`config.mk`:
```
export PLATFORM = sky130hd
export DESIGN_NAME = cpu_mode_and_level_mask
export DESIGN_NICKNAME = d
export VERILOG_FILES = /design/src/hdl/cpu_cfg_pkg.sv /design/src/hdl/mode_if.sv /design/src/hdl/strap_decoder.sv /design/src/hdl/cpu_mode_and_level_mask.sv
export SDC_FILE = /design/constraint.sdc
export NUM_CORES = 1
export LEC_CHECK = 0
export BUFFER_PORTS_ARGS = -buffer_cell sky130_fd_sc_hd__clkbuf_2
export CAP_MARGIN = 25
export CORE_ASPECT_RATIO = 1.1
export CORE_MARGIN = 5
export CORE_UTILIZATION = 30
export DETAILED_ROUTE_END_ITERATION = 10
export PLACE_DENSITY = 0.52
export SLEW_MARGIN = 20
export SYNTH_ARGS = -nofsm -noshare
export SYNTH_HDL_FRONTEND = slang
export SYNTH_SLANG_ARGS = --single-unit
```
`constraint.sdc`:
```
create_clock -name i_clk -period 6.6 [get_ports i_clk]
set_clock_uncertainty 0.05 [all_clocks]
set_input_delay 0.33 -clock i_clk [delete_from_list [all_inputs] [get_ports i_clk]]
set_output_delay 0.33 -clock i_clk [all_outputs]
set_load 0.01 [all_outputs]
```
`src/hdl/cpu_cfg_pkg.sv`:
```
// How it works
// - An interrupt request is taken only when its level is numerically below the mask.
// - The level mask is five bits wide, level 0 is the highest priority and 31 the lowest.
// - A set trace flag raises a step trace trap after each finished instruction.
// - After reset registers 0 to 14 hold no defined value and register 15 holds zero.
// - Register 13 is the accumulator, 14 the frame pointer and 15 the stack pointer.
// - Strap code 000 selects an external reset vector with an 8-bit external data bus.
// - Strap code 001 selects an external reset vector with a 16-bit external data bus.
// - Strap code 011 asks for internal vector fetch, which this part cannot serve.
// - The bus-mode bits decode 00 single-chip, 01 internal ROM, 10 external ROM, 11 inhibited.
package cpu_cfg_pkg;

    localparam int          LEVEL_W          = 5;
    localparam logic [4:0]  LEVEL_HIGHEST    = 5'h00;
    localparam logic [4:0]  LEVEL_LOWEST     = 5'h1F;
    localparam logic [4:0]  LEVEL_MASK_RESET = 5'h1F;

    localparam int          TRACE_BIT        = 0;

    localparam logic [1:0]  BUS_SINGLE_CHIP  = 2'h0;
    localparam logic [1:0]  BUS_INT_ROM      = 2'h1;
    localparam logic [1:0]  BUS_EXT_ROM      = 2'h2;
    localparam logic [1:0]  BUS_INHIBITED    = 2'h3;
    localparam logic [1:0]  BUS_MODE_RESET   = 2'h2;

    localparam logic [2:0]  STRAP_EXT_8      = 3'h0;
    localparam logic [2:0]  STRAP_EXT_16     = 3'h1;
    localparam logic [2:0]  STRAP_BLOCKED    = 3'h2;
    localparam logic [2:0]  STRAP_INT_VEC    = 3'h3;

    localparam logic [7:0]  OFS_LEVEL_MASK   = 8'h00;
    localparam logic [7:0]  OFS_CONDITION    = 8'h04;
    localparam logic [7:0]  OFS_BUS_MODE     = 8'h08;
    localparam logic [7:0]  OFS_STATUS       = 8'h0C;
    localparam logic [7:0]  OFS_GPR_BASE     = 8'h40;

    localparam int          GPR_COUNT        = 16;
    localparam logic [3:0]  IDX_ACCUMULATOR  = 4'hD;
    localparam logic [3:0]  IDX_FRAME        = 4'hE;
    localparam logic [3:0]  IDX_STACK        = 4'hF;
    localparam logic [31:0] STACK_RESET      = 32'h0000_0000;

    localparam int          ST_STRAP_LSB     = 0;
    localparam int          ST_INHIBITED     = 3;
    localparam int          ST_EXT_VECTOR    = 4;
    localparam int          ST_BUS_16        = 5;
    localparam int          ST_INT_VECTOR    = 6;
    localparam int          ST_CAPTURED      = 7;
    localparam int          ST_BUS_MODE_LSB  = 8;
    localparam int          ST_BUS_ILLEGAL   = 10;

endpackage

```
`src/hdl/mode_if.sv`:
```
`timescale 1ns/10ps
interface mode_if;
    logic [2:0] strap_code;
    logic       vector_external;
    logic       bus_16;
    logic       internal_vector;
    logic       inhibited;
    logic       captured;

    modport producer (
        output strap_code,
        output vector_external,
        output bus_16,
        output internal_vector,
        output inhibited,
        output captured
    );

    modport consumer (
        input  strap_code,
        input  vector_external,
        input  bus_16,
        input  internal_vector,
        input  inhibited,
        input  captured
    );
endinterface

```
`src/hdl/strap_decoder.sv`:
```
`timescale 1ns/10ps
module strap_decoder (
    input  wire logic       i_clk,
    input  wire logic       i_sys_rst,
    input  wire logic       i_ce,
    input  wire logic [2:0] i_mode_strap,
    mode_if.producer        mode
);
    typedef enum logic {CAP_ARMED, CAP_HELD} cap_state_t;

    // Synchroniser has no reset so it keeps sampling the pins while reset is held
    logic [2:0] strap_meta;
    logic [2:0] strap_sync;
    cap_state_t state;
    cap_state_t next_state;
    logic [2:0] next_code;
    logic       next_ext;
    logic       next_b16;
    logic       next_int;
    logic       next_inh;
    logic       next_cap;

    always_ff @(posedge i_clk) begin
        if (i_ce) begin
            strap_meta <= i_mode_strap;
            strap_sync <= strap_meta;
        end
    end

    always_comb begin
        next_state = state;
        next_code  = mode.strap_code;
        next_ext   = mode.vector_external;
        next_b16   = mode.bus_16;
        next_int   = mode.internal_vector;
        next_inh   = mode.inhibited;
        next_cap   = mode.captured;
        case (state)
            CAP_ARMED: begin
                // First edge after release takes the level seen during reset
                next_state = CAP_HELD;
                next_cap   = 1'b1;
                next_code  = strap_sync;
                next_ext   = 1'b0;
                next_b16   = 1'b0;
                next_int   = 1'b0;
                next_inh   = 1'b0;
                case (strap_sync)
                    cpu_cfg_pkg::STRAP_EXT_8: begin
                        next_ext = 1'b1;
                    end
                    cpu_cfg_pkg::STRAP_EXT_16: begin
                        next_ext = 1'b1;
                        next_b16 = 1'b1;
                    end
                    cpu_cfg_pkg::STRAP_INT_VEC: begin
                        // No single-chip support, so this code is flagged as unusable
                        next_int = 1'b1;
                        next_inh = 1'b1;
                    end
                    default: begin
                        next_inh = 1'b1;
                    end
                endcase
            end
            CAP_HELD: begin
                next_state = CAP_HELD;
            end
            default: begin
                next_state = CAP_ARMED;
            end
        endcase
    end

    always_ff @(posedge i_clk or posedge i_sys_rst) begin
        if (i_sys_rst) begin
            state                <= CAP_ARMED;
            mode.strap_code      <= 3'h0;
            mode.vector_external <= 1'b1;
            mode.bus_16          <= 1'b0;
            mode.internal_vector <= 1'b0;
            mode.inhibited       <= 1'b0;
            mode.captured        <= 1'b0;
        end else if (i_ce) begin
            state                <= next_state;
            mode.strap_code      <= next_code;
            mode.vector_external <= next_ext;
            mode.bus_16          <= next_b16;
            mode.internal_vector <= next_int;
            mode.inhibited       <= next_inh;
            mode.captured        <= next_cap;
        end
    end
endmodule

```
`src/hdl/cpu_mode_and_level_mask.sv`:
```
// Added by the designer: the placing of the registers and the address-and-strobe port.
`timescale 1ns/10ps
module cpu_mode_and_level_mask #(
    parameter int ADDR_W = 8
) (
    input  wire logic              i_clk,
    input  wire logic              i_sys_rst,
    input  wire logic              i_ce,
    input  wire logic [2:0]        i_mode_strap,
    input  wire logic [ADDR_W-1:0] i_addr,
    input  wire logic [31:0]       i_wdata,
    input  wire logic              i_wr,
    input  wire logic              i_rd,
    output logic      [31:0]       o_rdata,
    input  wire logic              i_irq_req,
    input  wire logic [4:0]        i_irq_level,
    input  wire logic              i_insn_done,
    output logic                   o_irq_accept,
    output logic                   o_trace_trap,
    output logic      [4:0]        o_level_mask,
    output logic                   o_trace_enable,
    output logic      [31:0]       o_virtual_accumulator,
    output logic      [31:0]       o_frame_pointer,
    output logic      [31:0]       o_stack_pointer,
    output logic                   o_ext_vector,
    output logic                   o_ext_bus_16,
    output logic                   o_internal_vector,
    output logic                   o_strap_inhibited,
    output logic                   o_mode_captured,
    output logic      [1:0]        o_bus_mode_code,
    output logic                   o_bus_ext_rom,
    output logic                   o_bus_mode_illegal
);
    if (ADDR_W < 7 || ADDR_W > 16) begin : g_addr_check
        $error("ADDR_W must lie between 7 and 16");
    end

    localparam logic [ADDR_W-1:0] A_LEVEL  = ADDR_W'(cpu_cfg_pkg::OFS_LEVEL_MASK);
    localparam logic [ADDR_W-1:0] A_COND   = ADDR_W'(cpu_cfg_pkg::OFS_CONDITION);
    localparam logic [ADDR_W-1:0] A_BUS    = ADDR_W'(cpu_cfg_pkg::OFS_BUS_MODE);
    localparam logic [ADDR_W-1:0] A_STATUS = ADDR_W'(cpu_cfg_pkg::OFS_STATUS);
    localparam logic [ADDR_W-1:0] A_GPR    = ADDR_W'(cpu_cfg_pkg::OFS_GPR_BASE);

    mode_if mode ();

    strap_decoder u_strap (
        .i_clk        (i_clk),
        .i_sys_rst    (i_sys_rst),
        .i_ce         (i_ce),
        .i_mode_strap (i_mode_strap),
        .mode         (mode.producer)
    );

    // Smaller level number wins, so a request beats the mask only when strictly below it
    function automatic logic level_beats(input logic [4:0] level, input logic [4:0] mask);
        return level < mask;
    endfunction

    // Register file window: sixteen aligned words starting at the base offset
    function automatic logic gpr_hit(input logic [ADDR_W-1:0] addr);
        logic [ADDR_W-1:0] rel;
        rel = addr - A_GPR;
        return (addr >= A_GPR) && (rel < ADDR_W'(cpu_cfg_pkg::GPR_COUNT * 4)) &&
               (addr[1:0] == 2'h0);
    endfunction

    function automatic logic [3:0] gpr_index(input logic [ADDR_W-1:0] addr);
        logic [ADDR_W-1:0] rel;
        rel = addr - A_GPR;
        return rel[5:2];
    endfunction

    // Control registers
    logic [4:0]  level_mask;
    logic        trace_en;
    logic [1:0]  bus_mode;
    logic        bus_ext_rom;
    logic        bus_illegal;
    logic [31:0] stack_ptr;
    logic [4:0]  next_level_mask;
    logic        next_trace_en;
    logic [1:0]  next_bus_mode;
    logic        next_bus_ext_rom;
    logic        next_bus_illegal;
    logic [31:0] next_stack_ptr;

    always_comb begin
        next_level_mask = level_mask;
        next_trace_en   = trace_en;
        next_bus_mode   = bus_mode;
        next_stack_ptr  = stack_ptr;
        if (i_wr) begin
            if (i_addr == A_LEVEL) begin
                next_level_mask = i_wdata[4:0];
            end
            if (i_addr == A_COND) begin
                next_trace_en = i_wdata[cpu_cfg_pkg::TRACE_BIT];
            end
            if (i_addr == A_BUS) begin
                // Any code is stored so software can see what it wrote
                next_bus_mode = i_wdata[1:0];
            end
            if (gpr_hit(i_addr) && gpr_index(i_addr) == cpu_cfg_pkg::IDX_STACK) begin
                next_stack_ptr = i_wdata;
            end
        end
        next_bus_ext_rom = 1'b0;
        next_bus_illegal = 1'b1;
        case (next_bus_mode)
            cpu_cfg_pkg::BUS_SINGLE_CHIP: begin
                next_bus_illegal = 1'b1;
            end
            cpu_cfg_pkg::BUS_INT_ROM: begin
                next_bus_illegal = 1'b1;
            end
            cpu_cfg_pkg::BUS_EXT_ROM: begin
                // Only usable setting: there is no on-chip ROM
                next_bus_ext_rom = 1'b1;
                next_bus_illegal = 1'b0;
            end
            cpu_cfg_pkg::BUS_INHIBITED: begin
                next_bus_illegal = 1'b1;
            end
            default: begin
                next_bus_illegal = 1'b1;
            end
        endcase
    end

    always_ff @(posedge i_clk or posedge i_sys_rst) begin
        if (i_sys_rst) begin
            level_mask  <= cpu_cfg_pkg::LEVEL_MASK_RESET;
            trace_en    <= 1'b0;
            bus_mode    <= cpu_cfg_pkg::BUS_MODE_RESET;
            bus_ext_rom <= 1'b1;
            bus_illegal <= 1'b0;
            stack_ptr   <= cpu_cfg_pkg::STACK_RESET;
        end else if (i_ce) begin
            level_mask  <= next_level_mask;
            trace_en    <= next_trace_en;
            bus_mode    <= next_bus_mode;
            bus_ext_rom <= next_bus_ext_rom;
            bus_illegal <= next_bus_illegal;
            stack_ptr   <= next_stack_ptr;
        end
    end

    // Registers 0 to 14: no reset, their content is undefined after reset
    logic [31:0] gpr [0:cpu_cfg_pkg::GPR_COUNT-2];
    logic        gpr_we;
    logic [3:0]  gpr_wsel;

    always_comb begin
        gpr_wsel = gpr_index(i_addr);
        gpr_we   = i_wr && gpr_hit(i_addr) && (gpr_wsel != cpu_cfg_pkg::IDX_STACK);
    end

    always_ff @(posedge i_clk) begin
        if (i_ce && gpr_we) begin
            gpr[gpr_wsel] <= i_wdata;
        end
    end

    // Interrupt acceptance, step trace and read port
    logic        irq_accept;
    logic        trace_trap;
    logic [31:0] rdata;
    logic        next_irq_accept;
    logic        next_trace_trap;
    logic [31:0] next_rdata;
    logic [3:0]  rsel;

    always_comb begin
        // A losing request is simply not taken; the source keeps it pending
        next_irq_accept = i_irq_req && level_beats(i_irq_level, level_mask);
        next_trace_trap = trace_en && i_insn_done;
        rsel            = gpr_index(i_addr);
        next_rdata      = 32'h0000_0000;
        if (i_rd) begin
            if (i_addr == A_LEVEL) begin
                next_rdata[4:0] = level_mask;
            end else if (i_addr == A_COND) begin
                next_rdata[cpu_cfg_pkg::TRACE_BIT] = trace_en;
            end else if (i_addr == A_BUS) begin
                next_rdata[1:0] = bus_mode;
            end else if (i_addr == A_STATUS) begin
                next_rdata[cpu_cfg_pkg::ST_STRAP_LSB +: 3] = mode.strap_code;
                next_rdata[cpu_cfg_pkg::ST_INHIBITED]      = mode.inhibited;
                next_rdata[cpu_cfg_pkg::ST_EXT_VECTOR]     = mode.vector_external;
                next_rdata[cpu_cfg_pkg::ST_BUS_16]         = mode.bus_16;
                next_rdata[cpu_cfg_pkg::ST_INT_VECTOR]     = mode.internal_vector;
                next_rdata[cpu_cfg_pkg::ST_CAPTURED]       = mode.captured;
                next_rdata[cpu_cfg_pkg::ST_BUS_MODE_LSB +: 2] = bus_mode;
                next_rdata[cpu_cfg_pkg::ST_BUS_ILLEGAL]    = bus_illegal;
            end else if (gpr_hit(i_addr)) begin
                if (rsel == cpu_cfg_pkg::IDX_STACK) begin
                    next_rdata = stack_ptr;
                end else begin
                    next_rdata = gpr[rsel];
                end
            end
        end
    end

    always_ff @(posedge i_clk or posedge i_sys_rst) begin
        if (i_sys_rst) begin
            irq_accept <= 1'b0;
            trace_trap <= 1'b0;
            rdata      <= 32'h0000_0000;
        end else if (i_ce) begin
            irq_accept <= next_irq_accept;
            trace_trap <= next_trace_trap;
            rdata      <= next_rdata;
        end
    end

    assign o_rdata               = rdata;
    assign o_irq_accept          = irq_accept;
    assign o_trace_trap          = trace_trap;
    assign o_level_mask          = level_mask;
    assign o_trace_enable        = trace_en;
    assign o_virtual_accumulator = gpr[cpu_cfg_pkg::IDX_ACCUMULATOR];
    assign o_frame_pointer       = gpr[cpu_cfg_pkg::IDX_FRAME];
    assign o_stack_pointer       = stack_ptr;
    assign o_ext_vector          = mode.vector_external;
    assign o_ext_bus_16          = mode.bus_16;
    assign o_internal_vector     = mode.internal_vector;
    assign o_strap_inhibited     = mode.inhibited;
    assign o_mode_captured       = mode.captured;
    assign o_bus_mode_code       = bus_mode;
    assign o_bus_ext_rom         = bus_ext_rom;
    assign o_bus_mode_illegal    = bus_illegal;
endmodule

```
Word-level counts from Yosys, hierarchy flattened --
Memories as Yosys holds them, arrays and structs flattened. Cells that the tools add are included.
Word-level totals: memory bits (writable) 480, memories 1, register bits 91, word-level logic and storage cells 78, bits of input ports 55
Memory list:
- gpr | depth 15, bits a word 32, rd ports 3, clocked after Yosys merged registers in 0, wr ports 1, line cpu_mode_and_level_mask.sv:149 | logic [31:0] gpr [0:cpu_cfg_pkg::GPR_COUNT-2];
Cells by class: mux-type cells 26, equal/unequal tests 10, order comparisons 3, add/sub/neg operators 1, bitwise logic cells 1, reduce and logical (&&, ||, !) cells 18
Operators with widths (count):
- $mux 32 | 8
- $mux 31 | 1
- $mux 30 | 1
- $mux 27 | 1
- $mux 21 | 1
- $eq 8x4->1 const B | 2
- $mux 11 | 1
- $reduce_and 3->1 | 3
- $eq 8x3->1 const B | 1
- $ge 8x7->1 const B | 1
- $logic_and 1x1->1 | 8
- $logic_not 8->1 | 1
- $lt 8x7->1 const B | 1
- $mux 1 | 8
- $sub 8x7->8 const B | 1
- $mux 2 | 3
- $lt 5x5->1 | 1
- $mux 5 | 1
- $eq 2x2->1 const B | 2
- $eq 4x4->1 const B | 1
- $logic_not 2->1 | 2
- $ne 4x4->1 const B | 1
- $eq 3x1->1 const B | 1
- $eq 3x2->1 const B | 1
- other kinds (7) | 7

Longest topological paths before layout --
Gate-level depths: netlist (run 1).
depth in word-level cells 15, gate-level depth with buffers 10

Modules after synthesis --
A second synthesis (run 1) with hierarchy kept.
Second synthesis, totals: cells, all modules 1175, area, all modules 22592.9 sq um
By module, submodules not included:
- cpu_mode_and_level_mask | seq. area each 16324.4 sq um, area each 22041.1 sq um, times used 1, cells an instance 1145
- strap_decoder | seq. area each 406.6 sq um, area each 551.8 sq um, times used 1, cells an instance 30

Least setup slack after synthesis (run 1) --
No wires, ideal clock.
path type input port to flip-flop, from input port i_addr[4], to memory gpr[7][0], enable pin, setup slack 2854 ps, library setup time 461 ps, path buffers 2, data arrival time 3235 ps, stages 4, data required time 6089 ps, cell sequence buf_2 buf_1 nand2b_1 nor3_1
Between the ends: cells in the longest elaborated chain, start to end 9, elaborated cells on any way between the ends 11
RTL lines:
- from (decl) | line cpu_mode_and_level_mask.sv:10 | input wire logic [ADDR_W-1:0] i_addr,
- $sub 8x7->8 | line cpu_mode_and_level_mask.sv:62 | rel = addr - A_GPR;
- $lt 8x7->1 | line cpu_mode_and_level_mask.sv:63 | return (addr >= A_GPR) && (rel < ADDR_W'(cpu_cfg_pkg::GPR_COUNT * 4)) &&
- $logic_and 1x1->1 (2 in series) | line cpu_mode_and_level_mask.sv:63
- $logic_and 1x1->1 (2 in series) | line cpu_mode_and_level_mask.sv:155 | gpr_we = i_wr && gpr_hit(i_addr) && (gpr_wsel != cpu_cfg_pkg::IDX_STACK);
- $logic_and 1x1->1 | line cpu_mode_and_level_mask.sv:159 | if (i_ce && gpr_we) begin
- $mux 1 | line cpu_mode_and_level_mask.sv:159
- $mux 1 (not written as such) | line cpu_mode_and_level_mask.sv:160 | gpr[gpr_wsel] <= i_wdata;
- to (decl) | line cpu_mode_and_level_mask.sv:149
Parallel ways exist; a longest one is shown, timed or not.

Final worst setup path (run 1) --
from input port i_addr[3], to memory gpr[6][1], enable pin
The elaborated chain is that of the path after synthesis.

==> run summary, run 1 <==
* **area of the mapped netlist** 22,300 um^2
* **later-pin clock latency in the skew report** 630 ps
* **number of global-route vias before repair** 12,700
* **terminus of the critical flop-to-flop path** o_rdata[12]
* **total number of placement rows** 104
* **largest buffer count on any clock path** 3
* **die width** 270 um
* **unrepaired setup endpoints after global routing** no
* **commonest non-fill, non-tap cell in the layout** sky130_fd_sc_hd__edfxtp_1
* **number of hold violations in the final report** 0
* **synthesis-stage register bit count** 571
* **highest clock rate** 0.294 GHz
* **Critical Path Stages** 6
* **worst vdd rail ir drop** 0.183 mV
* **post-detailed-route count of antenna-violating nets** 0
* **type of the worst setup path** in -> reg
* **Gate Count Post-Synth** 1,148
* **number of setup violations in the final report** 0
* **worst slack at placement** 2450 ps
* **count of max-cap constraint violations** 0
* **total count of max-transition violations in the final report** 0
* **prevailing post-synth register cell** sky130_fd_sc_hd__edfxtp_1
* **number of antenna violations at the first check in global routing** 1
* **gp weighted congestion** 0.750
* **Synth Area per Inst** 19.4 um^2
* **fin crit share** 51.5%
* **Warnings, synthesis** 0
* **CTS tree** done
* **Slew Limit Headroom** 35.5%
* **worst-margin pin slew** 963 ps
* **critical register-to-register path startpoint** gpr[10][12]
* **total congestion overflow** 0
* **CP most frequent cell** sky130_fd_sc_hd__buf_4
* **power density normalized to cell area** 289 nW/um^2
* **post-detailed-route DRC marker count** 0
* **ports placed on the boundary** 200
* **type of the worst min-delay path** in -> reg
* **effective utilization at floorplan** 30.4%
* **clock-pin slew on the worst setup and hold paths** 60 ps
* **highest-count cells in the layout ignoring fill and taps** sky130_fd_sc_hd__edfxtp_1 (486), sky130_fd_sc_hd__clkbuf_2 (196), sky130_fd_sc_hd__mux4_2 (98)
* **wire length of the first global-routing pass** 88,700 um
* **average via count per standard cell** 5.00
* **largest net degree at the start of global routing** 80
* **standard cell core area** 73,400 um^2
* **Slowest Stage Delay on Critical Path** 810 ps
* **total negative slack for setup checks** 0 ps
* **number of port buffers** 199
* **average wire per cell in the routed design** 25.4 um
* **critical path data required time** 6850 ps
* **cts hold-fix bufs** 7
* **part of the Yosys area used for sequential elements** 75.1%
* **filler-free cell count of the finished design** 2,386
* **Placed Cells incl. Taps** 2,266
* **final critical-path required period** 3400 ps
* **critical path peak fanout** 67
* **via count** 11,900
* **share of flip-flops with an asynchronous set or reset** 14.9%
* **fraction of final layout cells with drive strength greater than 1** 37.4%
* **overall routed net length** 60,600 um
* **cell family contributing the most delay on the critical path** buffers and inverters
* **cell at the root of the clock tree** sky130_fd_sc_hd__clkbuf_16
* **syn_nets** 1,207
* **kind of capture point of the worst setup path** register
* **first drt pass iteration count** 5
* **number of antenna cells inserted** 0
* **worst setup path endpoint** gpr[6][1]
* **die area** 79,900 um^2
* **maximum level of the CTS H-tree** 2
* **Unique masters post-synth** 55
* **number of enable flip-flop cells after synthesis** 486
* **buffers inserted during post-CTS setup optimization** 0
* **startpoint kind of the worst setup timing path** input port
* **Final nets** 1,440
* **source of the critical timing path** i_addr[3]
* **Num CTS Buffers** 59
* **slowest stage cell, crit path** sky130_fd_sc_hd__nor2_4
* **endpoint arrival time on the critical path** 3650 ps
* **Total Power Consumption** 0.00770 W
* **all-layer global routing usage** 14.9%
* **result of the run** finished clean
* **die height** 296 um
* **depth of the most critical reg-to-reg path** 5
* **setup slack after layout** 3200 ps
* **cell-by-cell listing of the critical path** buf_6 > buf_4 > nor2b_1 > nand2_1 > nor2_4 > buf_4
* **synth-to-layout area growth** 19.4%
* **count of instances resized after the clock tree is built** 0
* **flop-to-flop setup slack** 4430 ps
* **leakage dissipation** 9.30 nW
* **post-detail-place hpwl** 36,700 um
* **# clock sinks** 571
* **final-layout worst hold slack** 67.0 ps
* **number of DRC markers in iteration 0** 970
* **CP bufs+invs** 3
## metrics by stage
step | instance area [um^2] | utilization (%)
after CTS | 26600 | 36.2
after global routing | 26600 | 36.3
final | 26600 | 36.3
after floorplan | 22300 | -
after detailed placement | 24500 | 33.4
after global placement | 24500 | 33.4
## registers in the layout, summed over array words and instances, names as in the netlist, 2 cells and up
signal,cells
gpr,480
o_bus_mode_code,2
o_level_mask,5
o_rdata,32
o_stack_pointer,32
u_strap.mode.strap_code,3
u_strap.strap_meta,3
u_strap.strap_sync,3
## kinds of logic after synthesis
| logic type | after synthesis | synth area share [%] |
|---|---|---|
| adder cells (fa/ha/maj) | 4 | 0.225 |
| multiplexers | 219 | 15.8 |
| buffers and inverters | 78 | 1.74 |
| AND/OR/NAND/NOR | 139 | 2.94 |
| AO/OA/AOI/OAI | 137 | 4.23 |
| flip-flops | 571 | 75.1 |
## per-layer routing
metal  vias up  global-route usage, %  share of wire, %
met4         0                   3.34               1.8
met5         -                      0                 0
li1       5139                      -                 -
met1      6354                   21.0                45
met2       369                   24.0                47
met3        70                   3.15               5.6
## worst min-delay path by stage
stage	from	end	slack (ps)	cells past startpoint
floorplan	u_strap.strap_meta[0]	u_strap.strap_sync[0]	350	0
global placement	i_sys_rst	u_strap.mode.captured	350	2
detailed placement	i_sys_rst	u_strap.mode.captured	360	2
CTS	i_wdata[26]	gpr[2][26]	30	1
global route	i_wdata[26]	gpr[14][26]	70	1
finish	i_wdata[26]	gpr[2][26]	70	1
## where the power goes
part	internal (W)	leakage, nW	switching [W]	total (W)
Combinational	0.000131	2.82	0.000217	0.000348
Sequential	0.00394	5.51	0.0000185	0.00396
Clock	0.00199	0.973	0.00139	0.00339
Total	0.00607	9.30	0.00163	0.00770
## cell usage after synthesis (all sizes together) (3+ instances only)
master   count  share of area, %
nor2        54              0.91
nand2b       8              0.22
a22o         3              0.12
o21ai       39              0.88
and3         3             0.084
nand3       14              0.31
a21oi       14              0.31
nand2       31              0.52
clkbuf      23              0.39
nor3         8              0.20
mux4        98               9.9
inv         14              0.24
o211ai      11              0.37
a31oi        4              0.11
a2111oi     14              0.55
dfrtp       77               8.6
mux2        83               4.2
o22ai       12              0.34
dfstp        8              0.94
a22oi        4              0.13
nor2b        7              0.20
a222oi       4              0.18
mux2i       38               1.7
o2bb2ai     14              0.55
buf         41               1.1
edfxtp     486                65
ha           4              0.22
## area by class of cell
cell class,count,area [um^2]
fillers,6930,46800
repair buffers,236,1340
flip-flops and latches,571,16700
clock buffers,80,1620
well taps,954,1190
clock inverters,32,373
multi-input cells,499,5310
inverters,14,55.1
(Power assumes the default switching activity.)
==> run 2: changes to the inputs <==
- clock period: 6.6 -> 3.3 ns (I/O delays scaled with it)
==> run 2 against run 1 <==
Sequential power increased by 100%. Worst setup slack lost 2400 ps. Clock-buffer cell count shrank 7. Largest power group unchanged. Wire length increased by 1.5%. First-iteration DRC count fell by 14%. Final area is 3.0% higher. Worst hold slack lost 51 ps. Combinational power rose by 120%. Critical path depth is the same. Via count is 2.1% higher.
==> run summary, run 2 (same netlist as run 1, synthesis figures left out) <==
* **final critical-path required period** 2460 ps
* **critical path data required time** 3790 ps, -3060 ps
* **fin crit share** 74.7%
* **endpoint arrival time on the critical path** 2960 ps, -690 ps
* **maximum level of the CTS H-tree** 2, unchanged
* **via count** 12,200, +2.1%
* **# clock sinks** 571, unchanged
* **Num CTS Buffers** 59, unchanged
* **worst setup path endpoint** o_irq_accept
* **fraction of final layout cells with drive strength greater than 1** 38.4%, +0.95 points
* **critical register-to-register path startpoint** o_level_mask[4]
* **switching share of power** 21.1%, -0.086 points
* **P_sw** 0.00329 W, +100%
* **worst vdd rail ir drop** 0.435 mV, +140%
* **depth of the most critical reg-to-reg path** 6, +1
* **total congestion overflow** 0, unchanged
* **source of the critical timing path** o_level_mask[4]
* **number of global-route vias before repair** 12,900, +1.6%
* **clock-pin slew on the worst setup and hold paths** 60 ps, about the same
* **effective utilization at floorplan** 30.4%, unchanged
* **number of DRC markers in iteration 0** 834, -14%
* **highest clock rate** 0.406 GHz
* **total number of placement rows** 104, unchanged
* **number of antenna cells inserted** 0, unchanged
* **cell-by-cell listing of the critical path** inv_1 > ha_1 > nand3b_1 > dlygate4sd3_1 > o31ai_1 > dlygate4sd3_1
* **die height** 296 um, unchanged
* **power density normalized to cell area** 568 nW/um^2, +96%
* **setup slack after layout** 836 ps, -2370 ps
* **Slowest Stage Delay on Critical Path** 580 ps, -230 ps
* **total count of max-transition violations in the final report** 0, unchanged
* **Slew Limit Headroom** 41.6%, +6.2 points
* **average via count per standard cell** 4.97, -0.64%
* **leakage dissipation** 9.68 nW, +4.0%
* **cell at the root of the clock tree** sky130_fd_sc_hd__clkbuf_16
* **result of the run** finished clean
* **post-detailed-route DRC marker count** 0, unchanged
* **average wire per cell in the routed design** 25.1 um, -1.2%
* **startpoint kind of the worst setup timing path** register
* **type of the worst setup path** reg -> reg
* **die width** 270 um, unchanged
* **cts hold-fix bufs** 39, +32
* **worst slack at placement** 608 ps, -1840 ps
* **later-pin clock latency in the skew report** 610 ps, -20 ps
* **type of the worst min-delay path** in -> reg
* **overall routed net length** 61,500 um, +1.5%
* **largest net degree at the start of global routing** 86, +7.5%
* **max FFs per register** 480, unchanged
* **post-detail-place hpwl** 38,000 um, +3.4%
* **ports placed on the boundary** 200, unchanged
* **count of max-cap constraint violations** 0, unchanged
* **placed cell areas** 25,000 um^2, +1.8%
* **CP bufs+invs** 3, unchanged
* **highest-count cells in the layout ignoring fill and taps** sky130_fd_sc_hd__edfxtp_1 (486), sky130_fd_sc_hd__clkbuf_2 (196), sky130_fd_sc_hd__mux4_2 (98)
* **Comb pwr share** 4.8%, +0.3 points
* **proportion of power drawn by the clock network** 44.4%, +0.4 points
* **post-detailed-route count of antenna-violating nets** 0, unchanged
* **number of antenna violations at the first check in global routing** 4, +3
* **Layout fillers** 6,857, -1.1%
* **terminus of the critical flop-to-flop path** o_irq_accept
* **synth-to-layout area growth** 23.0%
* **sequential share of power** 50.8%, -0.6 points
* **number of port buffers** 199, unchanged
* **cell-internal power** 0.0123 W, +100%
* **commonest non-fill, non-tap cell in the layout** sky130_fd_sc_hd__edfxtp_1
* **Final nets** 1,506, +4.6%
* **CTS tree** done
* **number of hold violations in the final report** 0, unchanged
* **area of all placed cells without fillers** 27,400 um^2, +3.0%
* **standard cell core area** 73,400 um^2, unchanged
* **critical path peak fanout** 4, -94%
* **gp weighted congestion** 0.755, +0.75%
* **count of instances resized after the clock tree is built** 0, unchanged
* **die area** 79,900 um^2, unchanged
* **buffers inserted during post-CTS setup optimization** 0, unchanged
* **wire length of the first global-routing pass** 90,400 um, +1.9%
* **unrepaired setup endpoints after global routing** no
* **number of setup violations in the final report** 0, unchanged
* **worst-margin pin slew** 871 ps, -92.0 ps
* **flop-to-flop setup slack** 840 ps, -3590 ps
* **kind of capture point of the worst setup path** register
* **largest buffer count on any clock path** 3, unchanged
* **cell family contributing the most delay on the critical path** buffers and inverters
* **first drt pass iteration count** 4, -1
* **Critical Path Stages** 6, unchanged
* **CP most frequent cell** sky130_fd_sc_hd__dlygate4sd3_1
* **largest register by flop count** gpr
* **slowest stage cell, crit path** sky130_fd_sc_hd__dfstp_2
* **all-layer global routing usage** 15.1%, +0.27 points
run 2: cell count changes in the layout (fill, tap and decap cells not counted), sizes merged:
cell / previous run / this run
clkinvlp: 2 / 7
inv: 15 / 16
clkbuf: 277 / 270
clkinv: 22 / 23
buf: 32 / 66
dlygate4sd3: 7 / 39
run 2: per-layer routing:
metal	track usage, %	part of all wire (%)	wire length [um]
met1	21.3	45	27600
met2	25.0	48	29600
met3	2.82	5.5	3370
met4	2.94	1.5	905
met5	0	0	0
run 2: power by group through the flow:
stage | Clock [W] | Sequential, W | Combinational (W)
CTS | 0.00711 | 0.00792 | 0.000770
detailed placement | 0 | 0.00807 | 0.000729
global route | 0.00741 | 0.00792 | 0.000821
floorplan | 0 | 0.00807 | 0.000380
finish | 0.00691 | 0.00792 | 0.000753
global placement | 0 | 0.00807 | 0.000717
run 2: worst min-delay path by stage:
stage	from	cells past startpoint	end	slack, ps
6_report	i_wdata[12]	1	gpr[14][12]	20
5_1_grt	i_wdata[2]	1	gpr[13][2]	20
4_1_cts	i_wdata[0]	1	gpr[14][0]	2
3_5_place_dp	i_sys_rst	3	o_stack_pointer[7]	280
3_3_place_gp	i_sys_rst	3	o_stack_pointer[7]	270
2_1_floorplan	i_wdata[0]	0	gpr[0][0]	210
run 2: area by class of cell:
type                    count  area [um^2]  share of cell area (%)
flip-flops and latches    571        16700                    61.0
inverters                  14         55.1                   0.201
multi-input cells         499         5310                    19.4
repair buffers            302         2080                    7.59
well taps                 954         1190                    4.35
clock buffers              73         1650                    6.03
clock inverters            39          398                    1.45
run 2: metrics by stage:
stage	hold slack (ps)	util (%)	total power [W]	cells	TNS [ps]
2_1_floorplan	214	-	0.00845	1148	-7160
6_report	15.9	37.4	0.0156	2452	0
4_1_cts	1.90	37.4	0.0158	2452	0
3_3_place_gp	267	34.0	0.00878	2301	0
5_1_grt	16.6	37.4	0.0161	2452	0
3_5_place_dp	279	34.0	0.00880	2301	0
run 2: worst reg2reg max path: stages, from the launching register on:
cell,delay (ps)
sky130_fd_sc_hd__dfstp_2,580
sky130_fd_sc_hd__inv_1,60
sky130_fd_sc_hd__ha_1,170
sky130_fd_sc_hd__nand3b_1,160
sky130_fd_sc_hd__dlygate4sd3_1,580
sky130_fd_sc_hd__o31ai_1,230
sky130_fd_sc_hd__dlygate4sd3_1,580
==> run 3: changes to the inputs <==
- PLACE_DENSITY: 0.52 -> 0.54
- clock period: 3.3 -> 2.15 ns (I/O delays scaled with it)
==> run 3 against run 2 <==
Global-route usage increased by 0.70 points. Final area rose by 2.6%. Fmax up 26%. Wire length rose by 4.9%. Critical endpoint is now o_rdata[15]. Highest routed layer unchanged. Total power increased by 54%. Largest cell class unchanged. Clock power up 53%. Clock-buffer cell count rose by 3.
==> run summary, run 3 (same netlist as run 1, synthesis figures left out) <==
* **result of the run** finished clean
* **Num CTS Buffers** 59, unchanged
* **type of the worst setup path** reg -> reg
* **all-layer global routing usage** 15.8%, +0.70 points
* **type of the worst min-delay path** in -> reg
* **total count of max-transition violations in the final report** 0, unchanged
* **critical register-to-register path startpoint** gpr[9][15]
* **Final nets** 1,553, +3.1%
* **number of DRC markers in iteration 0** 890, +6.7%
* **average via count per standard cell** 5.01, +0.74%
* **cell-by-cell listing of the critical path** mux4_2 > mux2i_1 > nor2_1 > a2111oi_0 > o2bb2ai_1
* **power density normalized to cell area** 851 nW/um^2, +50%
* **highest clock rate** 0.512 GHz, +26%
* **setup slack after layout** 199 ps, -638 ps
* **critical path peak fanout** 1, -3
* **first drt pass iteration count** 5, +1
* **gp weighted congestion** 0.773, +2.4%
* **# clock sinks** 571, unchanged
* **number of global-route vias before repair** 13,100, +2.3%
* **fin crit share** 90.8%, +16 points
* **terminus of the critical flop-to-flop path** o_rdata[15]
* **post-detail-place hpwl** 40,300 um, +6.0%
* **Worst Hold Path EP** o_rdata[1]
* **flop-to-flop setup slack** 200 ps, -640 ps
* **number of setup violations in the final report** 0, unchanged
* **kind of capture point of the worst setup path** register
* **CTS tree** done
* **number of antenna violations at the first check in global routing** 1, -3
* **die width** 270 um, unchanged
* **total number of placement rows** 104, unchanged
* **max FFs per register** 480, unchanged
* **buffers inserted during post-CTS setup optimization** 0, unchanged
* **die area** 79,900 um^2, unchanged
* **effective utilization at floorplan** 30.4%, unchanged
* **maximum level of the CTS H-tree** 2, unchanged
* **critical path data required time** 2570 ps, -1220 ps
* **number of instances on the worst hold path** 4, +3
* **post-detailed-route count of antenna-violating nets** 0, unchanged
* **commonest non-fill, non-tap cell in the layout** sky130_fd_sc_hd__edfxtp_1
* **number of hold violations in the final report** 0, unchanged
* **standard cell core area** 73,400 um^2, unchanged
* **depth of the most critical reg-to-reg path** 5, -1
* **Layout fillers** 6,731, -1.8%
* **clock-pin slew on the worst setup and hold paths** 60 ps, about the same
* **largest register by flop count** gpr
* **worst-margin pin slew** 668 ps, -203 ps
* **largest buffer count on any clock path** 3, unchanged
* **launch instance of the worst min-delay path** i_addr[5]
* **worst vdd rail ir drop** 0.693 mV, +59%
* **via count** 12,500, +2.7%
* **largest net degree at the start of global routing** 75, -13%
* **count of max-cap constraint violations** 0, unchanged
* **highest-count cells in the layout ignoring fill and taps** sky130_fd_sc_hd__edfxtp_1 (486), sky130_fd_sc_hd__clkbuf_2 (196), sky130_fd_sc_hd__mux4_2 (98)
* **ports placed on the boundary** 200, unchanged
* **Slew Limit Headroom** 54.3%, +13 points
* **wire length of the first global-routing pass** 93,700 um, +3.6%
* **total negative slack for setup checks** 0 ps, unchanged
* **number of port buffers** 199, unchanged
* **later-pin clock latency in the skew report** 610 ps, about the same
* **leakage dissipation** 9.99 nW, +3.3%
* **worst slack at placement** -201 ps, -808 ps
* **Slowest Stage Delay on Critical Path** 630 ps, +50 ps
* **die height** 296 um, unchanged
* **startpoint kind of the worst setup timing path** register
* **total congestion overflow** 0, unchanged
* **synth-to-layout area growth** 26.3%
* **final critical-path required period** 1950 ps, -512 ps
* **slowest stage cell, crit path** sky130_fd_sc_hd__a2111oi_0
* **average wire per cell in the routed design** 25.8 um, +2.9%
* **endpoint arrival time on the critical path** 2370 ps, -590 ps
* **post-detailed-route DRC marker count** 0, unchanged
* **overall routed net length** 64,500 um, +4.9%
* **source of the critical timing path** gpr[9][15]
* **unrepaired setup endpoints after global routing** no
* **cell at the root of the clock tree** sky130_fd_sc_hd__clkbuf_16
* **fraction of final layout cells with drive strength greater than 1** 39.1%, +0.73 points
[run 3: cell count changes in the layout (fill, tap and decap cells not counted), moves of 4 or more]
cell                            before  now
sky130_fd_sc_hd__buf_12             16   43
sky130_fd_sc_hd__clkinv_1           10   14
sky130_fd_sc_hd__dlygate4sd3_1      39   51
sky130_fd_sc_hd__buf_4              48   56
sky130_fd_sc_hd__clkinv_2           11    5
[run 3: metal layers]
| metal | up-vias | track usage [%] | routed length, um |
|---|---|---|---|
| met5 | - | 0 | 0 |
| met4 | 0 | 3.52 | 1310 |
| met3 | 76 | 3.20 | 4020 |
| met2 | 434 | 26.2 | 30800 |
| met1 | 6631 | 21.9 | 28300 |
| li1 | 5368 | - | - |
[run 3: repair_timing]
| item | in CTS | in global routing |
|---|---|---|
| endpoints found under the setup margin | 0 | 1 |
| hold endpoints to repair | 605 | 0 |
| gates resized for setup | 0 | 1 |
| hold buffers | 51 | 0 |
[run 3: area by class of cell]
| class | instances | area [um^2] | share of cell area (%) |
|---|---|---|---|
| clock buffers | 76 | 1700 | 6.02 |
| diodes | 1 | 2.50 | 0.00889 |
| inverters | 14 | 56.3 | 0.200 |
| repair buffers | 349 | 2800 | 9.96 |
| flip-flops and latches | 571 | 16700 | 59.4 |
| multi-input cells | 499 | 5320 | 18.9 |
| well taps | 954 | 1190 | 4.24 |
| clock inverters | 35 | 347 | 1.23 |
[run 3: through the flow]
step | area (um^2) | cells | util [%] | hold WS, ps | power, W
after floorplan | 22400 | 1148 | - | 156 | 0.0130
after global placement | 25600 | 2336 | 34.9 | 22.8 | 0.0135
after detailed placement | 25600 | 2336 | 34.9 | 30.0 | 0.0135
after CTS | 28100 | 2498 | 38.3 | 56.9 | 0.0243
after global routing | 28100 | 2498 | 38.3 | 121 | 0.0248
final | 28100 | 2499 | 38.3 | 105 | 0.0240
[run 3: worst max-delay path: cells and delay by family, from the launching register on]
| kind | cells | cell delay, ps |
|---|---|---|
| AO/OA/AOI/OAI | 2 | 740 |
| flip-flops | 1 | 380 |
| multiplexers | 2 | 610 |
| AND/OR/NAND/NOR | 1 | 50 |
[run 3: power breakdown]
group | internal (W) | total (W) | switching (W)
registers | 0.0121 | 0.0122 | 0.0000589
logic | 0.000528 | 0.00122 | 0.000693
clock network | 0.00628 | 0.0106 | 0.00432
[run 3: worst max path at each step]
stage,endpoint,slack (ps),cells after the start
floorplan,gpr[11][0],-410,3
global placement,o_rdata[19],-160,7
detailed placement,o_rdata[15],-200,7
CTS,o_rdata[19],160,5
global route,o_rdata[15],60,5
finish,o_rdata[15],200,5
